$ cat config.mk
export PLATFORM = sky130hd
export DESIGN_NAME = lpwg_wake_gate
export DESIGN_NICKNAME = d
export VERILOG_FILES = /design/src/logic/lpwg_axil.v /design/src/logic/lpwg_sync.v /design/src/logic/lpwg_wake_gate.v
export VERILOG_INCLUDE_DIRS = /design/src /design/src/logic
export SDC_FILE = /design/constraint.sdc
export NUM_CORES = 1
export LEC_CHECK = 0
export ABC_AREA = 1
export BUFFER_PORTS_ARGS = -buffer_cell sky130_fd_sc_hd__buf_4
export CAP_MARGIN = 25
export CORE_UTILIZATION = 53
export DETAILED_ROUTE_END_ITERATION = 8
export GPL_TIMING_DRIVEN = 0
export PLACE_DENSITY = 0.83
export SYNTH_ARGS = -nofsm -noshare
export SYNTH_HDL_FRONTEND = slang
export SYNTH_HIERARCHICAL = 1
export SYNTH_SLANG_ARGS = --single-unit
$ cat constraint.sdc
create_clock -name ref_clk -period 7.19 [get_ports ref_clk]
set_input_delay 0.719 -clock ref_clk [delete_from_list [all_inputs] [get_ports ref_clk]]
set_output_delay 0.719 -clock ref_clk [all_outputs]
set_load 0.005 [all_outputs]
$ cat src/logic/lpwg_regs.vh
// register offsets, field positions, reset values and timing counts of the wake-up gate
`ifndef LPWG_REGS_VH
`define LPWG_REGS_VH

// byte offsets on the register bus
`define LPWG_OFF_CTRL       8'h00
`define LPWG_OFF_START0     8'h04
`define LPWG_OFF_START1     8'h08
`define LPWG_OFF_CFG        8'h0c
`define LPWG_OFF_STATE      8'h10
`define LPWG_OFF_WSTAT      8'h14
`define LPWG_OFF_WCLR       8'h18
`define LPWG_OFF_WIEN       8'h1c

// low-power mode request codes held in the control register
`define LPWG_MODE_NONE      2'h0
`define LPWG_MODE_DSLEEP    2'h1
`define LPWG_MODE_DPD       2'h2

// start_enable_reg0 fields (pins 0..3 in bits 3:0)
`define LPWG_S0_BOD         4
`define LPWG_S0_WDT         5
`define LPWG_S0_ALARM       6
`define LPWG_S0_RTCWAKE     7
`define LPWG_S0_MICROTICK_TIMER       8

// configuration register fields
`define LPWG_CF_BODRUN      0
`define LPWG_CF_BODIRQ      1
`define LPWG_CF_BODRST      2
`define LPWG_CF_WOSCPWR     3
`define LPWG_CF_WOSCRUN     4
`define LPWG_CF_WDTEN       5
`define LPWG_CF_WDTIRQ      6
`define LPWG_CF_WDTRST      7
`define LPWG_CF_RTC1HZ      8
`define LPWG_CF_RTC1KHZ     9
`define LPWG_CF_RTCBUS      10
`define LPWG_CF_UTICKCLK    11

// wake cause bits (status, clear and enable share this layout)
`define LPWG_WS_PIN         0
`define LPWG_WS_BODIRQ      1
`define LPWG_WS_BODRST      2
`define LPWG_WS_WDTIRQ      3
`define LPWG_WS_WDTRST      4
`define LPWG_WS_ALARM       5
`define LPWG_WS_RTCWAKE     6
`define LPWG_WS_MICROTICK_TIMER       7
`define LPWG_WS_SERIAL      8
`define LPWG_WS_USB         9
`define LPWG_WS_HW_WAKE_REQUEST      10
`define LPWG_WS_RSTPIN      11
`define LPWG_WS_RESET_MASK  12'h814

// reset values
`define LPWG_RST_CTRL       2'h0
`define LPWG_RST_START0     9'h000
`define LPWG_RST_START1     4'h0
`define LPWG_RST_CFG        12'h000
`define LPWG_RST_WSTAT      12'h000
`define LPWG_RST_WIEN       12'h000

// timing: clock period, clock restore time and reset pulse time
`define LPWG_CLK_NS         10
`define LPWG_RESTORE_NS     200
`define LPWG_RESET_NS       1000
`define LPWG_RESTORE_CYC    8'h14 // restore time in clock cycles, counter width
`define LPWG_RESET_CYC      8'h64 // reset pulse in clock cycles, counter width

`endif

$ cat src/logic/lpwg_axil.v
// axi4-lite slave front end for the wake-up gate registers
`timescale 1ns/1ps
module lpwg_axil (
    input  wire        ref_clk,
    input  wire        sys_rst,
    input  wire [7:0]  s_axi_awaddr,
    input  wire        s_axi_awvalid,
    output wire        s_axi_awready,
    input  wire [31:0] s_axi_wdata,
    input  wire [3:0]  s_axi_wstrb,
    input  wire        s_axi_wvalid,
    output wire        s_axi_wready,
    output wire [1:0]  s_axi_bresp,
    output wire        s_axi_bvalid,
    input  wire        s_axi_bready,
    input  wire [7:0]  s_axi_araddr,
    input  wire        s_axi_arvalid,
    output wire        s_axi_arready,
    output wire [31:0] s_axi_rdata,
    output wire [1:0]  s_axi_rresp,
    output wire        s_axi_rvalid,
    input  wire        s_axi_rready,
    output wire        regWrEn,
    output wire [7:0]  regWrAddr,
    output wire [31:0] regWrData,
    output wire [3:0]  regWrStrb,
    input  wire        regWrOk,
    output wire [7:0]  regRdAddr,
    input  wire [31:0] regRdData,
    input  wire        regRdOk
);
    reg        awRdyQ;
    reg [7:0]  awAddrQ;
    reg        wRdyQ;
    reg [31:0] wDataQ;
    reg [3:0]  wStrbQ;
    reg        bValidQ;
    reg [1:0]  bRespQ;
    reg        arRdyQ;
    reg        rValidQ;
    reg [31:0] rDataQ;
    reg [1:0]  rRespQ;

    // commit once both halves are held and no response is pending
    assign regWrEn   = ~awRdyQ & ~wRdyQ & ~bValidQ;
    assign regWrAddr = awAddrQ;
    assign regWrData = wDataQ;
    assign regWrStrb = wStrbQ;
    assign regRdAddr = s_axi_araddr;

    // write channels: address and data taken in either order
    always @(posedge ref_clk or posedge sys_rst) begin
        if (sys_rst) begin
            awRdyQ  <= 1'b1;
            awAddrQ <= 8'h00;
            wRdyQ   <= 1'b1;
            wDataQ  <= 32'h00000000;
            wStrbQ  <= 4'h0;
            bValidQ <= 1'b0;
            bRespQ  <= 2'h0;
        end else begin
            if (s_axi_awvalid && awRdyQ) begin
                awRdyQ  <= 1'b0;
                awAddrQ <= s_axi_awaddr;
            end
            if (s_axi_wvalid && wRdyQ) begin
                wRdyQ  <= 1'b0;
                wDataQ <= s_axi_wdata;
                wStrbQ <= s_axi_wstrb;
            end
            if (regWrEn) begin
                bValidQ <= 1'b1;
                bRespQ  <= regWrOk ? 2'h0 : 2'h2; // slverr on unmapped
            end
            if (bValidQ && s_axi_bready) begin
                bValidQ <= 1'b0;
                awRdyQ  <= 1'b1;
                wRdyQ   <= 1'b1;
            end
        end
    end

    // read channel: data captured on the address handshake
    always @(posedge ref_clk or posedge sys_rst) begin
        if (sys_rst) begin
            arRdyQ  <= 1'b1;
            rValidQ <= 1'b0;
            rDataQ  <= 32'h00000000;
            rRespQ  <= 2'h0;
        end else begin
            if (s_axi_arvalid && arRdyQ) begin
                arRdyQ  <= 1'b0;
                rValidQ <= 1'b1;
                rDataQ  <= regRdOk ? regRdData : 32'h00000000;
                rRespQ  <= regRdOk ? 2'h0 : 2'h2;
            end
            if (rValidQ && s_axi_rready) begin
                rValidQ <= 1'b0;
                arRdyQ  <= 1'b1;
            end
        end
    end

    assign s_axi_awready = awRdyQ;
    assign s_axi_wready  = wRdyQ;
    assign s_axi_bvalid  = bValidQ;
    assign s_axi_bresp   = bRespQ;
    assign s_axi_arready = arRdyQ;
    assign s_axi_rvalid  = rValidQ;
    assign s_axi_rdata   = rDataQ;
    assign s_axi_rresp   = rRespQ;
endmodule

$ cat src/logic/lpwg_sync.v
// two-flop synchronisers for inputs from other clock domains
`timescale 1ns/1ps
module lpwg_sync #(
    parameter WIDTH = 3
) (
    input  wire             ref_clk,
    input  wire             sys_rst,
    input  wire [WIDTH-1:0] asyncIn,
    output wire [WIDTH-1:0] syncOut
);
    reg [WIDTH-1:0] metaQ;
    reg [WIDTH-1:0] syncQ;

    // first stage feeds only the second stage
    always @(posedge ref_clk or posedge sys_rst) begin
        if (sys_rst) begin
            metaQ <= {WIDTH{1'b0}};
            syncQ <= {WIDTH{1'b0}};
        end else begin
            metaQ <= asyncIn;
            syncQ <= metaQ;
        end
    end

    assign syncOut = syncQ;
endmodule

$ cat src/logic/lpwg_wake_gate.v
// deep-sleep and deep power-down wake-up gating with power sequencing
//
// The AXI4-Lite interface to the registers and the address map were chosen for this implementation.
`timescale 1ns/1ps
`include "lpwg_regs.vh"
module lpwg_wake_gate (
    input  wire        ref_clk,
    input  wire        sys_rst,
    input  wire [7:0]  s_axi_awaddr,
    input  wire        s_axi_awvalid,
    output wire        s_axi_awready,
    input  wire [31:0] s_axi_wdata,
    input  wire [3:0]  s_axi_wstrb,
    input  wire        s_axi_wvalid,
    output wire        s_axi_wready,
    output wire [1:0]  s_axi_bresp,
    output wire        s_axi_bvalid,
    input  wire        s_axi_bready,
    input  wire [7:0]  s_axi_araddr,
    input  wire        s_axi_arvalid,
    output wire        s_axi_arready,
    output wire [31:0] s_axi_rdata,
    output wire [1:0]  s_axi_rresp,
    output wire        s_axi_rvalid,
    input  wire        s_axi_rready,
    input  wire        cpuSleep,
    input  wire [9:0]  coreIrqEn,
    input  wire [7:0]  pinIrq,
    input  wire        bodIrq,
    input  wire        bodRst,
    input  wire        wdtIrq,
    input  wire        wdtRst,
    input  wire        wdtFeed,
    input  wire        rtc_alarm_irq,
    input  wire        rtcWake,
    input  wire        rtcCountWrite,
    input  wire        rtcWakeWrite,
    input  wire        utickIrq,
    input  wire        utickRunning,
    input  wire        i2cIrq,
    input  wire        i2cSlave,
    input  wire        spiIrq,
    input  wire        spiSlave,
    input  wire        usartIrq,
    input  wire        usartSlave,
    input  wire        usart32k,
    input  wire        usbNeedClk,
    input  wire        hw_wake_request,
    input  wire        extRstPinN,
    output wire        deepSleepOn,
    output wire        powerDownOn,
    output wire        clocksOn,
    output wire        cpuResume,
    output wire        chipResetReq,
    output wire        wakeIrq
);
    localparam [2:0] ST_ACTIVE  = 3'h0;
    localparam [2:0] ST_DSLEEP  = 3'h1;
    localparam [2:0] ST_DPD     = 3'h2;
    localparam [2:0] ST_RESTORE = 3'h3;
    localparam [2:0] ST_RESET   = 3'h4;
    localparam [7:0] RESTORE_CYC = `LPWG_RESTORE_CYC;
    localparam [7:0] RESET_CYC   = `LPWG_RESET_CYC;

    // byte-lane merge of a bus write into a register word
    function [31:0] mergeStrb;
        input [31:0] oldV;
        input [31:0] newV;
        input [3:0]  strb;
        begin
            mergeStrb = {strb[3] ? newV[31:24] : oldV[31:24],
                         strb[2] ? newV[23:16] : oldV[23:16],
                         strb[1] ? newV[15:8]  : oldV[15:8],
                         strb[0] ? newV[7:0]   : oldV[7:0]};
        end
    endfunction

    // sticky flag update, a set beats a clear in the same cycle
    function sticky;
        input q;
        input setV;
        input clrV;
        begin
            sticky = setV | (q & ~clrV);
        end
    endfunction

    // mapped register offsets
    function addrOk;
        input [7:0] a;
        begin
            addrOk = (a == `LPWG_OFF_CTRL)  || (a == `LPWG_OFF_START0) ||
                     (a == `LPWG_OFF_START1) || (a == `LPWG_OFF_CFG)   ||
                     (a == `LPWG_OFF_STATE)  || (a == `LPWG_OFF_WSTAT) ||
                     (a == `LPWG_OFF_WCLR)   || (a == `LPWG_OFF_WIEN);
        end
    endfunction

    reg  [1:0]  ctrlQ;
    reg  [8:0]  start0Q;
    reg  [3:0]  start1Q;
    reg  [11:0] cfgQ;
    reg  [11:0] wStatQ;
    reg  [11:0] wIenQ;
    reg  [2:0]  stateQ;
    reg  [2:0]  stateD;
    reg  [7:0]  cntQ;
    reg  [7:0]  cntD;
    reg         wdtFedQ;
    reg         rtcCntArmQ;
    reg         rtcWakeArmQ;
    reg         deepSleepOnQ;
    reg         powerDownOnQ;
    reg         clocksOnQ;
    reg         cpuResumeQ;
    reg         chipResetReqQ;
    reg         wakeIrqQ;
    reg  [11:0] causeSet;
    reg  [31:0] rdData;
    wire        regWrEn;
    wire [7:0]  regWrAddr;
    wire [31:0] regWrData;
    wire [3:0]  regWrStrb;
    wire [7:0]  regRdAddr;
    wire [2:0]  asyncSync;
    wire [31:0] wrWord;
    wire [31:0] clrWord;

    // bus front end
    lpwg_axil uAxil (
        .ref_clk       (ref_clk),
        .sys_rst       (sys_rst),
        .s_axi_awaddr  (s_axi_awaddr),
        .s_axi_awvalid (s_axi_awvalid),
        .s_axi_awready (s_axi_awready),
        .s_axi_wdata   (s_axi_wdata),
        .s_axi_wstrb   (s_axi_wstrb),
        .s_axi_wvalid  (s_axi_wvalid),
        .s_axi_wready  (s_axi_wready),
        .s_axi_bresp   (s_axi_bresp),
        .s_axi_bvalid  (s_axi_bvalid),
        .s_axi_bready  (s_axi_bready),
        .s_axi_araddr  (s_axi_araddr),
        .s_axi_arvalid (s_axi_arvalid),
        .s_axi_arready (s_axi_arready),
        .s_axi_rdata   (s_axi_rdata),
        .s_axi_rresp   (s_axi_rresp),
        .s_axi_rvalid  (s_axi_rvalid),
        .s_axi_rready  (s_axi_rready),
        .regWrEn       (regWrEn),
        .regWrAddr     (regWrAddr),
        .regWrData     (regWrData),
        .regWrStrb     (regWrStrb),
        .regWrOk       (addrOk(regWrAddr)),
        .regRdAddr     (regRdAddr),
        .regRdData     (rdData),
        .regRdOk       (addrOk(regRdAddr))
    );

    // rtc events and the reset pin come from other domains
    lpwg_sync #(
        .WIDTH (3)
    ) uSync (
        .ref_clk (ref_clk),
        .sys_rst (sys_rst),
        .asyncIn ({rtcWake, rtc_alarm_irq, ~extRstPinN}),
        .syncOut (asyncSync)
    );

    wire rstPinHit = asyncSync[0];
    wire rtcAlarmS = asyncSync[1];
    wire rtcWakeS  = asyncSync[2];
    wire inDs      = (stateQ == ST_DSLEEP);
    wire inDpd     = (stateQ == ST_DPD);

    // deep-sleep qualified sources
    wire dsPin     = |(pinIrq & coreIrqEn[7:0] & {start1Q, start0Q[3:0]});
    wire dsBodIrq  = bodIrq & cfgQ[`LPWG_CF_BODRUN] & cfgQ[`LPWG_CF_BODIRQ]
                   & coreIrqEn[8] & start0Q[`LPWG_S0_BOD];
    wire dsBodRst  = bodRst & cfgQ[`LPWG_CF_BODRST];
    wire dsWdtIrq  = wdtIrq & cfgQ[`LPWG_CF_WOSCPWR] & cfgQ[`LPWG_CF_WOSCRUN]
                   & cfgQ[`LPWG_CF_WDTEN] & wdtFedQ & cfgQ[`LPWG_CF_WDTIRQ]
                   & coreIrqEn[9] & start0Q[`LPWG_S0_WDT];
    wire dsWdtRst  = wdtRst & cfgQ[`LPWG_CF_WOSCPWR] & cfgQ[`LPWG_CF_WDTEN]
                   & cfgQ[`LPWG_CF_WDTRST] & wdtFedQ;
    wire dsAlarm   = rtcAlarmS & cfgQ[`LPWG_CF_RTC1HZ] & cfgQ[`LPWG_CF_RTCBUS]
                   & rtcCntArmQ & start0Q[`LPWG_S0_ALARM];
    wire dsRtcWake = rtcWakeS & rtcWakeArmQ & start0Q[`LPWG_S0_RTCWAKE];
    wire dsUtick   = utickIrq & cfgQ[`LPWG_CF_WOSCPWR] & cfgQ[`LPWG_CF_UTICKCLK]
                   & utickRunning & start0Q[`LPWG_S0_MICROTICK_TIMER];
    wire dsSerial  = (i2cIrq & i2cSlave) | (spiIrq & spiSlave)
                   | (usartIrq & (usartSlave | usart32k));

    // deep power-down qualified sources
    wire dpdAlarm   = rtcAlarmS & cfgQ[`LPWG_CF_RTC1HZ] & rtcCntArmQ;
    wire dpdRtcWake = rtcWakeS & cfgQ[`LPWG_CF_RTC1HZ] & cfgQ[`LPWG_CF_RTC1KHZ]
                    & cfgQ[`LPWG_CF_RTCBUS] & rtcWakeArmQ;

    // wake cause vector for the current state
    always @* begin
        causeSet = 12'h000;
        if (inDs) begin
            causeSet[`LPWG_WS_PIN]     = dsPin;
            causeSet[`LPWG_WS_BODIRQ]  = dsBodIrq;
            causeSet[`LPWG_WS_BODRST]  = dsBodRst;
            causeSet[`LPWG_WS_WDTIRQ]  = dsWdtIrq;
            causeSet[`LPWG_WS_WDTRST]  = dsWdtRst;
            causeSet[`LPWG_WS_ALARM]   = dsAlarm;
            causeSet[`LPWG_WS_RTCWAKE] = dsRtcWake;
            causeSet[`LPWG_WS_MICROTICK_TIMER]   = dsUtick;
            causeSet[`LPWG_WS_SERIAL]  = dsSerial;
            causeSet[`LPWG_WS_USB]     = usbNeedClk;
            causeSet[`LPWG_WS_HW_WAKE_REQUEST]  = hw_wake_request;
        end
        if (inDpd) begin
            causeSet[`LPWG_WS_ALARM]   = dpdAlarm;
            causeSet[`LPWG_WS_RTCWAKE] = dpdRtcWake;
        end
        causeSet[`LPWG_WS_RSTPIN] = rstPinHit;
    end

    // every cause out of power-down is reset-type, in deep-sleep only some are
    wire [11:0] rstMask    = inDpd ? 12'hfff : `LPWG_WS_RESET_MASK;
    wire        wakeReset  = |(causeSet & rstMask);
    wire        wakeResume = |(causeSet & ~rstMask);

    // power sequencing next state
    always @* begin
        stateD = stateQ;
        cntD   = cntQ;
        case (stateQ)
            ST_ACTIVE: begin
                if (wakeReset) begin
                    stateD = ST_RESET;
                    cntD   = RESET_CYC - 8'h01;
                end else if (cpuSleep && ctrlQ == `LPWG_MODE_DSLEEP) begin
                    stateD = ST_DSLEEP;
                end else if (cpuSleep && ctrlQ == `LPWG_MODE_DPD) begin
                    stateD = ST_DPD;
                end
            end
            ST_DSLEEP, ST_DPD: begin
                if (wakeReset) begin
                    stateD = ST_RESET;
                    cntD   = RESET_CYC - 8'h01;
                end else if (wakeResume) begin
                    stateD = ST_RESTORE;
                    cntD   = RESTORE_CYC - 8'h01;
                end
            end
            ST_RESTORE: begin
                if (wakeReset) begin
                    stateD = ST_RESET;
                    cntD   = RESET_CYC - 8'h01;
                end else if (cntQ == 8'h00) begin
                    stateD = ST_ACTIVE;
                end else begin
                    cntD = cntQ - 8'h01;
                end
            end
            ST_RESET: begin
                if (cntQ == 8'h00) begin
                    stateD = ST_ACTIVE;
                end else begin
                    cntD = cntQ - 8'h01;
                end
            end
            default: begin
                stateD = ST_ACTIVE;
                cntD   = 8'h00;
            end
        endcase
    end

    // state and registered power outputs
    always @(posedge ref_clk or posedge sys_rst) begin
        if (sys_rst) begin
            stateQ        <= ST_ACTIVE;
            cntQ          <= 8'h00;
            deepSleepOnQ  <= 1'b0;
            powerDownOnQ  <= 1'b0;
            clocksOnQ     <= 1'b1;
            cpuResumeQ    <= 1'b0;
            chipResetReqQ <= 1'b0;
            wakeIrqQ      <= 1'b0;
        end else begin
            stateQ        <= stateD;
            cntQ          <= cntD;
            deepSleepOnQ  <= (stateD == ST_DSLEEP);
            powerDownOnQ  <= (stateD == ST_DPD);
            clocksOnQ     <= (stateD == ST_ACTIVE) || (stateD == ST_RESTORE);
            cpuResumeQ    <= (stateQ == ST_RESTORE) && (stateD == ST_ACTIVE);
            chipResetReqQ <= (stateD == ST_RESET);
            wakeIrqQ      <= |(wStatQ & wIenQ);
        end
    end

    assign wrWord  = mergeStrb(32'h00000000, regWrData, regWrStrb);
    assign clrWord = (regWrEn && regWrAddr == `LPWG_OFF_WCLR) ? wrWord : 32'h00000000;

    // software registers, wake causes and arming flags
    always @(posedge ref_clk or posedge sys_rst) begin
        if (sys_rst) begin
            ctrlQ       <= `LPWG_RST_CTRL;
            start0Q     <= `LPWG_RST_START0;
            start1Q     <= `LPWG_RST_START1;
            cfgQ        <= `LPWG_RST_CFG;
            wStatQ      <= `LPWG_RST_WSTAT;
            wIenQ       <= `LPWG_RST_WIEN;
            wdtFedQ     <= 1'b0;
            rtcCntArmQ  <= 1'b0;
            rtcWakeArmQ <= 1'b0;
        end else begin
            if (regWrEn) begin
                case (regWrAddr)
                    `LPWG_OFF_CTRL:   ctrlQ   <= regWrStrb[0] ? regWrData[1:0] : ctrlQ;
                    `LPWG_OFF_START0: start0Q <= wrWord[8:0] | (start0Q & {{1{~regWrStrb[1]}}, {8{~regWrStrb[0]}}});
                    `LPWG_OFF_START1: start1Q <= regWrStrb[0] ? regWrData[3:0] : start1Q;
                    `LPWG_OFF_CFG:    cfgQ    <= wrWord[11:0] | (cfgQ & {{4{~regWrStrb[1]}}, {8{~regWrStrb[0]}}});
                    `LPWG_OFF_WIEN:   wIenQ   <= wrWord[11:0] | (wIenQ & {{4{~regWrStrb[1]}}, {8{~regWrStrb[0]}}});
                    default:          ctrlQ   <= ctrlQ;
                endcase
            end
            // an accepted wake ends the one-shot mode request
            if (stateQ != stateD && (stateD == ST_RESTORE || stateD == ST_RESET)) begin
                ctrlQ <= `LPWG_MODE_NONE;
            end
            wStatQ      <= causeSet | (wStatQ & ~clrWord[11:0]);
            wdtFedQ     <= sticky(wdtFedQ, wdtFeed & cfgQ[`LPWG_CF_WDTEN], ~cfgQ[`LPWG_CF_WDTEN]);
            rtcCntArmQ  <= sticky(rtcCntArmQ, rtcCountWrite, rtcAlarmS);
            rtcWakeArmQ <= sticky(rtcWakeArmQ, rtcWakeWrite, rtcWakeS);
        end
    end

    // register read mux
    always @* begin
        case (regRdAddr)
            `LPWG_OFF_CTRL:   rdData = {30'h0, ctrlQ};
            `LPWG_OFF_START0: rdData = {23'h0, start0Q};
            `LPWG_OFF_START1: rdData = {28'h0, start1Q};
            `LPWG_OFF_CFG:    rdData = {20'h0, cfgQ};
            `LPWG_OFF_STATE:  rdData = {21'h0, wdtFedQ, rtcWakeArmQ, rtcCntArmQ,
                                        5'h00, stateQ};
            `LPWG_OFF_WSTAT:  rdData = {20'h0, wStatQ};
            `LPWG_OFF_WIEN:   rdData = {20'h0, wIenQ};
            default:          rdData = 32'h00000000;
        endcase
    end

    assign deepSleepOn  = deepSleepOnQ;
    assign powerDownOn  = powerDownOnQ;
    assign clocksOn     = clocksOnQ;
    assign cpuResume    = cpuResumeQ;
    assign chipResetReq = chipResetReqQ;
    assign wakeIrq      = wakeIrqQ;
endmodule
======== After elaboration in Yosys (flattened, before gate mapping) ========
Index checks and enable logic that the tools add are counted.
storage, ports and cells
  register bits after elaboration ......... 142
  word-level logic and storage cells ...... 214
operators by class
  equality and inequality tests ........... 27
  multiplexer cells ....................... 38
  add/sub/neg operators ................... 1
  reduce and logical (&&, ||, !) cells .... 49
  bitwise gates (word level) .............. 69
operators by type and width
  operator              count
  $pmux W12 S7          1
  $and A12 B12 Y12      6
  $eq A8 B5 Y1 const B  8
  $mux W8               6
  $and A1 B1 Y1         40
  $or A12 B12 Y12       3
  $reduce_or A12 Y1     3
  $eq A8 B4 Y1 const B  4
  $pmux W8 S4           1
  $logic_not A8 Y1      3
  $mux W12              2
  $not A12 Y12          2
  $mux W11              2
  $mux W3               7
  $and A8 B8 Y8         2
  $eq A8 B3 Y1 const B  2
  $logic_or A1 B1 Y1    16
  $mux W2               7
  $reduce_bool A2 Y1    7
  $eq A3 B2 Y1 const B  4
  $pmux W3 S4           1
  $logic_and A1 B1 Y1   10
  $mux W1               10
  $and A9 B9 Y9         1
  other kinds (17)      36

======== Depth between registers and ports, before layout ========
  word-level depth ........................ 19
  gate-level depth with buffers ........... 15
  depth with buffers taken out ............ 15

======== Cells and area by module ========
The synthesis kept the hierarchy.
modules (own cells, without submodules)
  module          sequential area each (um^2)  instances  cells an instance  area an instance (um^2)
  lpwg_wake_gate  1778.0                       1          535                4048.9
  lpwg_axil       2080.7                       1          370                3357.0
  lpwg_sync       150.1                        1          7                  153.9

======== Worst setup path before layout ========
OpenSTA, ideal clock, no wires.
  path type ............................... input -> register
  from .................................... input s_axi_araddr[7]
  to ...................................... register uAxil.rDataQ[3], in the netlist uAxil/s_axi_rdata[3]
  slack ................................... 4922 ps
  arrival ................................. 2203 ps
  buffers on the path ..................... 1
  stages .................................. 10
  cells stage by stage .................... buf_4 or2_2 nor3_2 nand2_1 nor2_1 a22o_1 a21oi_1 o211ai_1 nand2_2 nand2_1
between the ends
  elaborated cells between the ends (all ways) .. 17
RTL lines
  element                               line                  source
  start: declaration                    lpwg_wake_gate.v:19   input wire [7:0] s_axi_araddr,
  $eq A8 B5 Y1 (tied with other cells)  lpwg_wake_gate.v:337  case (regRdAddr)
  $pmux W12 S7 (*)                      lpwg_wake_gate.v:337
  via rdData[3]                         lpwg_wake_gate.v:119  reg [31:0] rdData;
  $mux W12 (*)                          lpwg_axil.v:94        rDataQ <= regRdOk ? regRdData : 32'h00000000;
  end signal: assignment                lpwg_axil.v:94
  end: declaration                      lpwg_axil.v:41        reg [31:0] rDataQ;
The timed path passes the listed nets; every way through them passes the cells marked *.
A chain may end at the register's enable or synchronous reset.

======== Final worst setup path ========
  from .................................... input s_axi_araddr[7]
  to ...................................... register uAxil.rDataQ[0], in the netlist uAxil/s_axi_rdata[0]
The elaborated chain is that of the path after synthesis.

==> parameters.txt <==
Parameter                              Value

STA
  Max Freq ... 416 MHz
  Clock period minus worst slack ... 2.41 ns
  RSZ-0062 raised after global routing ... no
  Final setup violation count ... 0
  Total count of hold-check failures in the final report ... 0
  Final Skew ... 0.00504 ns
  Fin. max-slew vios ... 0
  Slew at the pin with the worst max-slew slack ... 0.880 ns
  Final critical-path share of the clock period ... 0.335
  Post-Route Setup TNS ... 0 ns
  Worst hold-check slack ... 0.245 ns
  Worst slew margin relative to its limit ... 0.413

GRT
  Number of antenna violations at the first check in global routing ... 0
  Met2 Track Usage GR ... 0.449
  Wire length of the first global-routing pass ... 28.3 mm
  Vias in the first global route ... 5924
  Maximum number of pins on one net before global-route repair ... 72
  All-layer global routing usage ... 0.281
  Gr busiest metal ... met2
  Met3 usage ... 0.0651
  Met1 track demand over resource ... 0.369
  Remaining Overflow, GRT ... 0

Floorplan
  Total number of placement rows ... 40
  Die Span X ... 115 um
  Die Y-Extent ... 115 um
  Number of top-level design ports ... 146
  Area of the core ... 12200 um^2
  Die outline area ... 13100 um^2
  Initial core utilization ... 0.552

Clock network
  Number of buffers inserted by post-CTS setup repair ... 0
  Clock latency on the worst-skew pair ... 0.41 ns
  Bufs on Longest Clock Path ... 2
  Number of gates given a new drive strength after cts ... 0
  Cell at the root of the clock tree ... sky130_fd_sc_hd__clkbuf_16
  Clock transition time at the flip-flop clock pins of the worst setup and hold paths ... 0.06 ns
  Hold-fix buffers, CTS ... 0
  Number of H-tree levels ... 4
  Number of sinks handled by clock tree synthesis ... 138
  TritonCTS Buffers ... 17
  TritonCTS clock tree ... done

Pwr
  Peak supply drop ... 0.177 mV
  Power per Cell Area ... 295 nW/um^2
  Leakage power total ... 4.35 nW

Worst setup path
  Maximum fanout encountered on the critical timing path ... 8
  Flop2flop setup slack ... 4.98 ns
  Critical Setup Path Class ... input pin to flip-flop
  R2R Path Start ... start1Q[0]
  Worst R2R Path Depth ... 9
  Required time at the worst-slack endpoint ... 7.54 ns
  Kind of start point of the critical path ... input pin
  R2r endpoint ... ctrlQ[1]
  Arrival time of data at the critical path endpoint ... 2.76 ns
  Category of the worst setup path capture point ... flip-flop

Drt
  Wire length reported by the detailed router ... 17.0 mm
  Number of design-rule violations left by the first detailed-router iteration ... 626
  Avg WL per Cell ... 14.7 um
  Total via count after detailed routing ... 6124
  1st-pass router iterations ... 5
  DR vias/cell ... 5.31
  Final routed DRC violation total ... 0
  Number of nets with antenna violations after routing ... 0

Final layout
  Area growth from synthesis to layout ... 25.7%
  Final std cell area, no fill ... 8440 um^2
  Diode count ... 0
  Leading cell type in the layout, fill and taps excluded ... sky130_fd_sc_hd__nand2_1
  Final non-filler cell total ... 1154
  Commonest cells after routing, fill and taps aside ... sky130_fd_sc_hd__nand2_1, sky130_fd_sc_hd__dfrtp_1, sky130_fd_sc_hd__buf_4
  Post-layout nets ... 1074
  Fraction of final layout cells sized beyond drive strength 1 ... 0.221

Job
  Max-cap violations ... 0

Place
  Placement Cell Area ... 7870 um^2
  Number of port buffers ... 112
  Cells after DPL ... 1122
  Final weighted congestion in routability-driven placement ... 0.929
  Final HPWL DP ... 12.2 mm

Yosys
  Per-instance average area after synthesis ... 8.18 um^2
  Combined area of all synthesized cells ... 6720 um^2
  Synthesized instance count ... 821
  Yosys warning total ... 6

Outcome
  Run status ... completed

Min path
  Class of the most critical hold timing path ... input pin to asynchronous set/reset pin
-- routing by layer --
| layer | part of all wire | vias to the layer above |
|---|---|---|
| met5 | 0 | - |
| met4 | 0.031 | 0 |
| met3 | 0.084 | 51 |
| met2 | 0.47 | 324 |
| met1 | 0.42 | 2821 |
| li1 | - | 2928 |
-- metrics by stage --
step | total power, W | setup WS, ns | utilization
4_1_cts | 0.00249 | 4.84 | 0.694
3_5_place_dp | 0.00164 | 4.45 | 0.647
6_report | 0.00249 | 4.78 | 0.694
5_1_grt | 0.00263 | 4.67 | 0.694
3_3_place_gp | 0.00162 | 3.77 | 0.645
2_1_floorplan | 0.00143 | 4.68 | -
-- power breakdown --
| part | internal (W) | switching, W |
|---|---|---|
| sequential | 0.000940 | 0.000121 |
| clock | 0.000512 | 0.000326 |
| combinational | 0.000220 | 0.000368 |
-- worst max-delay path, cell delays in order --
cell and delay, ns:
sky130_fd_sc_hd__buf_4 0.11, sky130_fd_sc_hd__or2_2 0.29, sky130_fd_sc_hd__nor3_2 0.34, sky130_fd_sc_hd__nand2_1 0.17, sky130_fd_sc_hd__nor2_1 0.54, sky130_fd_sc_hd__nand2_1 0.15, sky130_fd_sc_hd__nand3_1 0.13, sky130_fd_sc_hd__nand3b_1 0.17
sky130_fd_sc_hd__nand2_2 0.07, sky130_fd_sc_hd__nand2_1 0.06
-- final cells by class --
type,count,area [um^2]
Clock buffer,22,484
Sequential cell,138,3460
Inverter,98,375
Clock inverter,10,92.6
Buffer,28,189
Tap cell,168,210
Fill cell,986,3720
Multi-Input combinational cell,577,2770
Timing Repair Buffer,113,861
-- worst max path at each step --
| stage | to | from | slack (ns) |
|---|---|---|---|
| floorplan | asynchronous set/reset pin | sys_rst | 4.68 |
| global placement | asynchronous set/reset pin | sys_rst | 3.77 |
| detailed placement | uAxil/s_axi_rdata[3] | s_axi_araddr[7] | 4.45 |
| CTS | uAxil/s_axi_rdata[0] | s_axi_araddr[7] | 4.84 |
| global route | uAxil/s_axi_rdata[11] | s_axi_araddr[7] | 4.67 |
| finish | uAxil/s_axi_rdata[0] | s_axi_araddr[7] | 4.78 |
(Power assumes the default switching activity.)
